### src/logic/fcpwm_pkg.sv
package fcpwm_pkg;

	localparam int unsigned NUM_CH = 4;
	localparam int unsigned CNT_W = 16;
	localparam int unsigned ADDR_W = 12;
	localparam int unsigned DATA_W = 32;
	localparam int unsigned PRESC_W = 10;
	localparam int unsigned PRE_TAPS = 11;
	localparam int unsigned DIV_W = 8;
	localparam int unsigned PRE_W = 4;
	localparam int unsigned SEL_W = 4;
	localparam int unsigned NUM_DIV = 2;

	// Global register offsets.
	localparam logic [ADDR_W-1:0] OFF_CLOCK_GEN_CONFIG = 12'h000;
	localparam logic [ADDR_W-1:0] OFF_CHANNEL_ENABLE = 12'h004;
	localparam logic [ADDR_W-1:0] OFF_CHANNEL_DISABLE = 12'h008;
	localparam logic [ADDR_W-1:0] OFF_CHANNEL_STATUS = 12'h00c;
	localparam logic [ADDR_W-1:0] OFF_IRQ_ENABLE = 12'h010;
	localparam logic [ADDR_W-1:0] OFF_IRQ_DISABLE = 12'h014;
	localparam logic [ADDR_W-1:0] OFF_IRQ_MASK = 12'h018;
	localparam logic [ADDR_W-1:0] OFF_IRQ_STATUS = 12'h01c;

	// Channel register block: base plus channel times stride plus sub offset.
	localparam logic [ADDR_W-1:0] OFF_CH_BASE = 12'h200;
	localparam logic [ADDR_W-1:0] OFF_CH_END = 12'h280;
	localparam int unsigned CH_IDX_LSB = 5;
	localparam int unsigned CH_IDX_W = 2;
	localparam int unsigned CH_SUB_W = 5;
	localparam logic [CH_SUB_W-1:0] SUB_MODE = 5'h00;
	localparam logic [CH_SUB_W-1:0] SUB_DUTY = 5'h04;
	localparam logic [CH_SUB_W-1:0] SUB_PERIOD = 5'h08;
	localparam logic [CH_SUB_W-1:0] SUB_COUNT = 5'h0c;
	localparam logic [CH_SUB_W-1:0] SUB_UPDATE = 5'h10;

	// Clock generator configuration fields.
	localparam int unsigned FACTOR_A_LSB = 0;
	localparam int unsigned SOURCE_A_LSB = 8;
	localparam int unsigned FACTOR_B_LSB = 16;
	localparam int unsigned SOURCE_B_LSB = 24;

	// Channel mode register fields.
	localparam int unsigned SEL_LSB = 0;
	localparam int unsigned CENTER_BIT = 8;
	localparam int unsigned LEVEL_BIT = 9;
	localparam int unsigned TARGET_BIT = 10;

	// Channel clock selection codes beyond the prescaler taps.
	localparam logic [SEL_W-1:0] SEL_CLOCK_A = 4'hb;
	localparam logic [SEL_W-1:0] SEL_CLOCK_B = 4'hc;

	localparam logic [CNT_W-1:0] CNT_RESET = 16'h0000;
	localparam logic [DIV_W-1:0] DIV_RESET = 8'h00;
	localparam logic [PRE_W-1:0] PRE_RESET = 4'h0;

	typedef enum logic [0:0] {
		FCPWM_UP = 1'b0,
		FCPWM_DOWN = 1'b1
	} fcpwm_dir_t;

	typedef struct packed {
		logic [SEL_W-1:0] clk_sel;
		logic center;
		logic start_level;
		logic upd_duty;
		logic [CNT_W-1:0] period;
		logic [CNT_W-1:0] duty;
	} fcpwm_chcfg_t;

	typedef struct packed {
		logic [CNT_W-1:0] count;
		fcpwm_dir_t dir;
		logic upd_pend;
		logic [CNT_W-1:0] upd_val;
	} fcpwm_chst_t;

	localparam fcpwm_chcfg_t CHCFG_RESET = '{
		clk_sel: 4'h0, center: 1'b0, start_level: 1'b0, upd_duty: 1'b0,
		period: 16'h0000, duty: 16'h0000};
	localparam fcpwm_chst_t CHST_RESET = '{
		count: 16'h0000, dir: FCPWM_UP, upd_pend: 1'b0, upd_val: 16'h0000};

endpackage

### src/logic/fcpwm_top.sv
`timescale 1ns/1ps

module fcpwm_top
	import fcpwm_pkg::*;
#(
	parameter int unsigned NCH = NUM_CH
) (
	// Clock and reset
	input wire logic pclk,
	input wire logic presetn,
	// APB slave
	input wire logic psel,
	input wire logic penable,
	input wire logic pwrite,
	input wire logic [ADDR_W-1:0] paddr,
	input wire logic [DATA_W-1:0] pwdata,
	output logic [DATA_W-1:0] prdata,
	output logic pready,
	// Waveforms and interrupt
	output logic [NCH-1:0] channel_wave_out,
	output logic irq
);

	logic [PRESC_W-1:0] presc_q, presc_d;
	logic [PRE_TAPS-1:0] tap;
	logic [DIV_W-1:0] div_factor_q [NUM_DIV];
	logic [DIV_W-1:0] div_factor_d [NUM_DIV];
	logic [PRE_W-1:0] div_source_q [NUM_DIV];
	logic [PRE_W-1:0] div_source_d [NUM_DIV];
	logic [DIV_W-1:0] div_cnt_q [NUM_DIV];
	logic [DIV_W-1:0] div_cnt_d [NUM_DIV];
	logic [NUM_DIV-1:0] div_tick;

	fcpwm_chcfg_t cfg_q [NCH];
	fcpwm_chcfg_t cfg_d [NCH];
	fcpwm_chst_t st_q [NCH];
	fcpwm_chst_t st_d [NCH];
	logic [NCH-1:0] en_q, en_d;
	logic [NCH-1:0] imr_q, imr_d;
	logic [NCH-1:0] isr_q, isr_d;
	logic [NCH-1:0] wave_q, wave_d;
	logic [NCH-1:0] ch_tick;
	logic [NCH-1:0] ev;
	logic irq_q, irq_d;
	logic pready_q, pready_d;
	logic [DATA_W-1:0] prdata_q, prdata_d;

	logic setup_done;
	logic xfer_wr;
	logic xfer_rd;
	logic in_ch;
	logic [ADDR_W-1:0] ch_rel;
	logic [CH_IDX_W-1:0] ch_idx;
	logic [CH_SUB_W-1:0] ch_sub;
	logic [DATA_W-1:0] rd_mux;

	// APB decode; every access takes one wait state.
	assign setup_done = psel & penable & ~pready_q;
	assign xfer_wr = psel & penable & pready_q & pwrite;
	assign xfer_rd = psel & penable & pready_q & ~pwrite;
	assign in_ch = (paddr >= OFF_CH_BASE) && (paddr < OFF_CH_END);
	assign ch_rel = paddr - OFF_CH_BASE;
	assign ch_idx = ch_rel[CH_IDX_LSB +: CH_IDX_W];
	assign ch_sub = ch_rel[CH_SUB_W-1:0];

	// Clock generator: prescaler taps and two linear dividers.
	always_comb begin
		presc_d = presc_q + PRESC_W'(1);
		// Tap k pulses once every 2**k master clocks; tap 0 is the undivided clock.
		for (int k = 0; k < PRE_TAPS; k++) begin
			tap[k] = (presc_q & PRESC_W'((1 << k) - 1)) == PRESC_W'((1 << k) - 1);
		end
		for (int d = 0; d < NUM_DIV; d++) begin
			div_factor_d[d] = div_factor_q[d];
			div_source_d[d] = div_source_q[d];
			div_cnt_d[d] = div_cnt_q[d];
			div_tick[d] = 1'b0;
			if (div_factor_q[d] == DIV_RESET) begin
				div_cnt_d[d] = DIV_RESET;
			end else if (div_source_q[d] < PRE_W'(PRE_TAPS) && tap[div_source_q[d]]) begin
				if (div_cnt_q[d] == div_factor_q[d] - DIV_W'(1)) begin
					div_cnt_d[d] = DIV_RESET;
					div_tick[d] = 1'b1;
				end else begin
					div_cnt_d[d] = div_cnt_q[d] + DIV_W'(1);
				end
			end
		end
		// Configuration writes land even while no channel runs.
		if (xfer_wr && paddr == OFF_CLOCK_GEN_CONFIG) begin
			div_factor_d[0] = pwdata[FACTOR_A_LSB +: DIV_W];
			div_source_d[0] = pwdata[SOURCE_A_LSB +: PRE_W];
			div_factor_d[1] = pwdata[FACTOR_B_LSB +: DIV_W];
			div_source_d[1] = pwdata[SOURCE_B_LSB +: PRE_W];
			div_cnt_d[0] = DIV_RESET;
			div_cnt_d[1] = DIV_RESET;
		end
	end

	always_ff @(posedge pclk or negedge presetn) begin
		if (!presetn) begin
			presc_q <= '0;
			for (int d = 0; d < NUM_DIV; d++) begin
				div_factor_q[d] <= DIV_RESET;
				div_source_q[d] <= PRE_RESET;
				div_cnt_q[d] <= DIV_RESET;
			end
		end else begin
			presc_q <= presc_d;
			div_factor_q <= div_factor_d;
			div_source_q <= div_source_d;
			div_cnt_q <= div_cnt_d;
		end
	end

	// Channels, enables and interrupt flags.
	always_comb begin
		logic [CNT_W:0] thr;
		logic [CNT_W:0] nxt;
		logic fin;
		thr = '0;
		nxt = '0;
		fin = 1'b0;
		en_d = en_q;
		imr_d = imr_q;
		// Only flags already returned by a status read are cleared, so a new one survives.
		isr_d = isr_q;
		if (xfer_rd && paddr == OFF_IRQ_STATUS) begin
			isr_d = isr_q & ~prdata_q[NCH-1:0];
		end
		if (xfer_wr) begin
			unique case (paddr)
				OFF_CHANNEL_ENABLE: en_d = en_q | pwdata[NCH-1:0];
				OFF_CHANNEL_DISABLE: en_d = en_q & ~pwdata[NCH-1:0];
				OFF_IRQ_ENABLE: imr_d = imr_q | pwdata[NCH-1:0];
				OFF_IRQ_DISABLE: imr_d = imr_q & ~pwdata[NCH-1:0];
				default: begin
				end
			endcase
		end
		for (int c = 0; c < NCH; c++) begin
			cfg_d[c] = cfg_q[c];
			st_d[c] = st_q[c];
			ev[c] = 1'b0;
			unique case (cfg_q[c].clk_sel)
				SEL_CLOCK_A: ch_tick[c] = div_tick[0];
				SEL_CLOCK_B: ch_tick[c] = div_tick[1];
				default: ch_tick[c] = (cfg_q[c].clk_sel < SEL_W'(PRE_TAPS)) &&
					tap[cfg_q[c].clk_sel];
			endcase
			if (en_q[c] && ch_tick[c]) begin
				nxt = {1'b0, st_q[c].count} + (CNT_W+1)'(1);
				fin = 1'b0;
				if (!cfg_q[c].center) begin
					if (nxt >= {1'b0, cfg_q[c].period}) begin
						st_d[c].count = CNT_RESET;
						fin = 1'b1;
					end else begin
						st_d[c].count = nxt[CNT_W-1:0];
					end
				end else if (st_q[c].dir == FCPWM_UP) begin
					st_d[c].count = nxt[CNT_W-1:0];
					if (nxt >= {1'b0, cfg_q[c].period}) begin
						st_d[c].count = cfg_q[c].period;
						st_d[c].dir = FCPWM_DOWN;
					end
				end else if (st_q[c].count <= CNT_W'(1)) begin
					st_d[c].count = CNT_RESET;
					st_d[c].dir = FCPWM_UP;
					fin = 1'b1;
				end else begin
					st_d[c].count = st_q[c].count - CNT_W'(1);
				end
				ev[c] = fin;
				if (fin && st_q[c].upd_pend) begin
					st_d[c].upd_pend = 1'b0;
					if (cfg_q[c].upd_duty) begin
						cfg_d[c].duty = st_q[c].upd_val;
					end else begin
						cfg_d[c].period = st_q[c].upd_val;
					end
				end
			end
			if (xfer_wr && in_ch && ch_idx == CH_IDX_W'(c)) begin
				unique case (ch_sub)
					SUB_MODE: begin
						cfg_d[c].clk_sel = pwdata[SEL_LSB +: SEL_W];
						cfg_d[c].upd_duty = pwdata[TARGET_BIT];
						if (!en_q[c]) begin
							cfg_d[c].center = pwdata[CENTER_BIT];
							cfg_d[c].start_level = pwdata[LEVEL_BIT];
						end
					end
					SUB_DUTY: if (!en_q[c]) cfg_d[c].duty = pwdata[CNT_W-1:0];
					SUB_PERIOD: if (!en_q[c]) cfg_d[c].period = pwdata[CNT_W-1:0];
					SUB_UPDATE: begin
						st_d[c].upd_val = pwdata[CNT_W-1:0];
						st_d[c].upd_pend = 1'b1;
					end
					default: begin
					end
				endcase
			end
			if (!en_q[c] && en_d[c]) begin
				st_d[c].count = CNT_RESET;
				st_d[c].dir = FCPWM_UP;
				st_d[c].upd_pend = 1'b0;
			end
			// Waveform is computed from the next state so it leaves a flop aligned with it.
			thr = {1'b0, cfg_d[c].period} - {1'b0, cfg_d[c].duty};
			if (!en_d[c]) begin
				wave_d[c] = cfg_d[c].start_level;
			end else if (st_d[c].dir == FCPWM_UP) begin
				wave_d[c] = ({1'b0, st_d[c].count} < thr) ? ~cfg_d[c].start_level :
					cfg_d[c].start_level;
			end else begin
				wave_d[c] = ({1'b0, st_d[c].count} <= thr) ? ~cfg_d[c].start_level :
					cfg_d[c].start_level;
			end
		end
		isr_d = isr_d | ev;
		irq_d = |(isr_d & imr_d);
	end

	always_ff @(posedge pclk or negedge presetn) begin
		if (!presetn) begin
			for (int c = 0; c < NCH; c++) begin
				cfg_q[c] <= CHCFG_RESET;
				st_q[c] <= CHST_RESET;
			end
			en_q <= '0;
			imr_q <= '0;
			isr_q <= '0;
			wave_q <= '0;
			irq_q <= 1'b0;
		end else begin
			cfg_q <= cfg_d;
			st_q <= st_d;
			en_q <= en_d;
			imr_q <= imr_d;
			isr_q <= isr_d;
			wave_q <= wave_d;
			irq_q <= irq_d;
		end
	end

	// Read multiplexer; write-only and unmapped words read zero.
	always_comb begin
		rd_mux = '0;
		if (in_ch) begin
			unique case (ch_sub)
				SUB_MODE: begin
					rd_mux[SEL_LSB +: SEL_W] = cfg_q[ch_idx].clk_sel;
					rd_mux[CENTER_BIT] = cfg_q[ch_idx].center;
					rd_mux[LEVEL_BIT] = cfg_q[ch_idx].start_level;
					rd_mux[TARGET_BIT] = cfg_q[ch_idx].upd_duty;
				end
				SUB_DUTY: rd_mux[CNT_W-1:0] = cfg_q[ch_idx].duty;
				SUB_PERIOD: rd_mux[CNT_W-1:0] = cfg_q[ch_idx].period;
				SUB_COUNT: rd_mux[CNT_W-1:0] = st_q[ch_idx].count;
				default: begin
				end
			endcase
		end else begin
			unique case (paddr)
				OFF_CLOCK_GEN_CONFIG: begin
					rd_mux[FACTOR_A_LSB +: DIV_W] = div_factor_q[0];
					rd_mux[SOURCE_A_LSB +: PRE_W] = div_source_q[0];
					rd_mux[FACTOR_B_LSB +: DIV_W] = div_factor_q[1];
					rd_mux[SOURCE_B_LSB +: PRE_W] = div_source_q[1];
				end
				OFF_CHANNEL_STATUS: rd_mux[NCH-1:0] = en_q;
				OFF_IRQ_MASK: rd_mux[NCH-1:0] = imr_q;
				OFF_IRQ_STATUS: rd_mux[NCH-1:0] = isr_q;
				default: begin
				end
			endcase
		end
		pready_d = setup_done;
		prdata_d = prdata_q;
		if (setup_done) begin
			prdata_d = pwrite ? '0 : rd_mux;
		end
	end

	always_ff @(posedge pclk or negedge presetn) begin
		if (!presetn) begin
			pready_q <= 1'b0;
			prdata_q <= '0;
		end else begin
			pready_q <= pready_d;
			prdata_q <= prdata_d;
		end
	end

	assign prdata = prdata_q;
	assign pready = pready_q;
	assign channel_wave_out = wave_q;
	assign irq = irq_q;

	a_flag_read_clear: assert property (@(posedge pclk) disable iff (!presetn)
		(xfer_rd && paddr == OFF_IRQ_STATUS && ev == '0) |=>
		((isr_q & $past(prdata_q[NCH-1:0])) == '0))
		else $error("status read did not clear reported flags");
	a_event_sets_flag: assert property (@(posedge pclk) disable iff (!presetn)
		(ev != '0) |=> ((isr_q & $past(ev)) == $past(ev)))
		else $error("period end did not set its flag");
	a_irq_from_mask: assert property (@(posedge pclk) disable iff (!presetn)
		irq_q == |(isr_q & imr_q))
		else $error("interrupt line disagrees with flags and mask");
	a_enable_restart: assert property (@(posedge pclk) disable iff (!presetn)
		(xfer_wr && paddr == OFF_CHANNEL_ENABLE && pwdata[0] && !en_q[0]) |=>
		(en_q[0] && st_q[0].count == CNT_RESET && st_q[0].dir == FCPWM_UP))
		else $error("enabled channel did not restart at zero");
	a_level_locked: assert property (@(posedge pclk) disable iff (!presetn)
		(en_q[0] && xfer_wr && in_ch && ch_idx == '0 && ch_sub == SUB_MODE) |=>
		$stable(cfg_q[0].start_level) && $stable(cfg_q[0].center))
		else $error("polarity or alignment changed while enabled");
	a_idle_level: assert property (@(posedge pclk) disable iff (!presetn)
		!en_q[0] |-> wave_q[0] == cfg_q[0].start_level)
		else $error("disabled output not at start level");
	a_fixed_high: assert property (@(posedge pclk) disable iff (!presetn)
		(en_q[0] && cfg_q[0].duty == '0 && !cfg_q[0].start_level) |-> wave_q[0])
		else $error("output not fixed high");
	a_fixed_low: assert property (@(posedge pclk) disable iff (!presetn)
		(en_q[0] && cfg_q[0].duty == cfg_q[0].period && !cfg_q[0].start_level) |-> !wave_q[0])
		else $error("output not fixed low");
	a_divider_off: assert property (@(posedge pclk) disable iff (!presetn)
		(div_factor_q[0] == DIV_RESET) |-> !div_tick[0] && div_cnt_q[0] == DIV_RESET)
		else $error("divider runs with zero factor");
	a_update_waits: assert property (@(posedge pclk) disable iff (!presetn)
		(en_q[0] && !ev[0] && $past(en_q[0])) |=> $stable(cfg_q[0].period))
		else $error("period changed before period end");
	a_one_wait: assert property (@(posedge pclk) disable iff (!presetn)
		setup_done |=> pready_q ##1 !pready_q)
		else $error("bus answer not after one wait state");

endmodule

### config.mk
export PLATFORM = sky130hd
export DESIGN_NAME = fcpwm_top
export DESIGN_NICKNAME = d
export VERILOG_FILES = /design/src/logic/fcpwm_pkg.sv /design/src/logic/fcpwm_top.sv
export SDC_FILE = /design/constraint.sdc
export NUM_CORES = 1
export LEC_CHECK = 0
export ABC_CLOCK_PERIOD_IN_PS = 8950
export BUFFER_PORTS_ARGS = -buffer_cell sky130_fd_sc_hd__buf_2
export CORE_UTILIZATION = 45
export CTS_CLUSTER_DIAMETER = 40
export CTS_CLUSTER_SIZE = 8
export DETAILED_ROUTE_END_ITERATION = 8
export PLACE_DENSITY = 0.65
export SKIP_CTS_REPAIR_TIMING = 1
export SLEW_MARGIN = 20
export SYNTH_ARGS = -nofsm -noshare
export SYNTH_HDL_FRONTEND = slang
export SYNTH_SLANG_ARGS = --single-unit
export TNS_END_PERCENT = 5
### constraint.sdc
create_clock -name pclk -period 8.95 [get_ports pclk]
set_input_delay 0.895 -clock pclk [delete_from_list [all_inputs] [get_ports pclk]]
set_output_delay 0.895 -clock pclk [all_outputs]
set_load 0.02 [all_outputs]
==> results_dict.tcl <==
set metrics [dict create \
    path_clk_slew_ns 0.05 \
    initial_utilization 0.459 \
    worstPathArrival_ns 8.90 \
    tns_ns 0 \
    fin_crit_ns 8.37 \
    wirelength_um 102000 \
    crit_path_max_incr_delay_ns 0.64 \
    insertion_delay_ns 0.65 \
    maxCapViolCount 0 \
    grt_pass1_wl_um 155000 \
    io_pins 87 \
    syn2layout_area_growth_pct 13.0 \
    avgSynthCellArea_sq_um 8.97 \
    path_delay_family "compound AO/OA/AOI/OAI gates" \
    min_path_type "input pin to asynchronous set/reset pin" \
    final_nets 3606 \
    synth_cells 3322 \
    dieHeight_um 259 \
    placed_area_sq_um 31000 \
    grt_pass1_vias 24900 \
    stdcell_area_sq_um 33700 \
    slew_headroom 0.278 \
    whs_ns 0.283 \
    ys_ff_latch 388 \
    cts_max_level 3 \
    worst_pin_slew_ns 1.08 \
    track_usage 0.304 \
    antenna_found_initial 7 \
    clock_skew_ns 0.0305 \
    gr-total-overflow 0 \
    rsz0062_at_grt "false" \
    synth_area_leaders "dfrtp_1 33%, ha_1 9.0%, mux2i_1 4.9%" \
    path_buf_inv 1 \
    routedWlPerCell_um 24.1 \
    drc 0 \
    worst_slack_ns 0.580 \
    crit_type "register to register" \
    worstSetupStartpointType "register" \
    clock_sinks 388 \
    grt_max_degree 153 \
    portBuffers 78 \
    cp-end-kind "register" \
    place_congestion 0.993 \
    rows 93 \
    cp_max_fo 10 \
    ant_nets 0 \
    p_leak_nw 15.0 \
    hpwl_um 76900 \
    drtIter0Drc 3076 \
    finalSetupViolCount 0 \
    cts-buffers-inserted 82 \
    die_area_sq_um 67300 \
    firstDrtPassIters 8 \
    ys_types 86 \
    cpMostUsedCell "ha_1" \
    synth_ff_type "dfrtp_1" \
    status "completed" \
    fin_crit_sh 0.935 \
    avgViaCountPerCell 6.28 \
    async_reset_ff_frac 1.00 \
    cts_tree "done" \
    final_cells 4253 \
    yosys.area.top_type "dfrtp_1" \
    drive_gt1_frac 0.143 \
    synth_top_area_frac 0.326 \
    fmaxAchievable_mhz 119 \
    ir_drop_mv 0.134 \
    power.density_nw_per_um2 146 \
    required_ns 9.48 \
    yosys_warnings 0 \
    cts-root-buf "clkbuf_16" \
    die_w_um 259 \
    synth-edff-count 0 \
    finalHoldViolations 0 \
    dp_worst_setup_slack_ns 0.609 \
    worst_path_max_delay_cell "dfrtp_1" \
    clockBufferDepth 3 \
    design.core.area_sq_um 64900 \
    netlist_area_sq_um 29800 \
    drv_slew 0 \
    num_vias 26700 \
    ys_seq_area_frac 0.326 \
    dp_cells 4110 \
]
-- layer usage --
metal / up-vias / GRT usage / share of wire
met2: 1293 / 0.444 / 0.42
li1: 12200 / - / -
met1: 12900 / 0.434 / 0.43
met5: - / 0 / 0.00033
met4: 6 / 0.147 / 0.052
met3: 263 / 0.0532 / 0.091
-- cells in the mapped netlist (14+ instances only) --
cell type  instances
clkbuf_1         182
o22ai_1           17
o31ai_1           20
nand4_1           34
mux2i_1          147
nor4_1            29
nor2b_1           27
or3_1             23
a21oi_1          176
o21ai_1           50
ha_1             214
a221oi_1          14
nand3_1          109
or2_2             14
a21o_1            35
inv_1            146
xor2_1            73
nand2b_1          31
o211ai_1          26
o21ai_0          258
nand2_1          335
mux2_2           110
xnor2_1           89
nor3_1            81
o21a_1            81
a31oi_1           16
nor2_1           184
a22oi_1           47
dfrtp_1          388
and3_1            39
a22o_1            27
mux4_2            55
-- sequential cells by signal (all words and copies together), names as in the netlist --
signal / count
cfg_q: 156
channel_wave_out: 4
div_cnt_q: 16
div_factor_q: 16
div_source_q: 8
en_q: 4
imr_q: 4
irq: 1
isr_q: 4
prdata: 28
pready: 1
presc_q: 10
st_q: 136
-- worst register-to-register path: cells and delay by family, from the launching register on --
family | cells | cell delay (ns)
flops | 1 | 0.64
xor+xnor | 2 | 0.32
compound gates | 19 | 4.55
simple gates | 7 | 0.99
mux | 1 | 0.25
fa+ha+maj | 5 | 1.29
buf+inv | 1 | 0.23
-- path summary, 6_finish.rpt --
| path | startpoint | end | cells after the start | slack, ns |
|---|---|---|---|---|
| setup reg to reg | st_q[18]$_DFF_PN0_ | channel_wave_out[3]$_DFF_PN0_ | 35 | 0.58 |
| hold / removal | presetn | st_q[133]$_DFF_PN0_ | 1 | 0.28 |
| max in group asynchronous | presetn | st_q[96]$_DFF_PN0_ | 2 | 7.15 |
| setup / recovery | st_q[18]$_DFF_PN0_ | channel_wave_out[3]$_DFF_PN0_ | 35 | 0.58 |
| hold reg to reg | prdata[8]$_DFFE_PN0P_ | prdata[8]$_DFFE_PN0P_ | 2 | 0.48 |
| min in group pclk | pwdata[17] | div_factor_q[1]$_DFFE_PN0P_ | 3 | 0.47 |
-- metrics by stage --
step / power, mW / util
after floorplan: 1.87 / -
after global placement: 1.96 / 0.477
after detailed placement: 1.96 / 0.477
after CTS: 4.95 / 0.518
after global routing: 5.05 / 0.519
final: 4.93 / 0.519
-- final cells by class --
class | count | area (sq um)
Fill cell | 5946 | 31300
Multi-Input combinational cell | 2578 | 18700
Sequential cell | 388 | 9710
Clock buffer | 102 | 2230
Tap cell | 855 | 1070
Timing Repair Buffer | 143 | 903
Inverter | 146 | 548
Clock inverter | 38 | 475
Antenna cell | 3 | 7.51
-- placed cells by master (no fill, tap or decap), types with 55 or more instances in the layout --
cell type,n
a21oi_1,176
buf_2,76
buf_4,65
clkbuf_16,83
dfrtp_1,387
ha_1,214
inv_1,146
mux2_2,110
mux2i_1,147
mux4_2,55
nand2_1,335
nand3_1,109
nor2_1,181
nor3_1,75
o21a_1,81
o21ai_0,256
xnor2_1,89
xor2_1,73
-- power breakdown --
group	leakage (nW)	switching [mW]	internal, mW
Combinational	9.31	0.126	0.0442
Clock	1.31	1.06	1.94
Sequential	4.39	0.00254	1.76
-- logic make-up after synthesis --
group	count (synthesis)	share of synthesized area
flip-flops	388	0.326
multiplexers	312	0.132
AO/OA/AOI/OAI	897	0.193
AND/OR/NAND/NOR	985	0.161
other	1	0.000126
XOR/XNOR	162	0.0476
adder cells (fa/ha/maj)	218	0.0925
buffers and inverters	359	0.0479
Power figures use the tool's default switching activity.
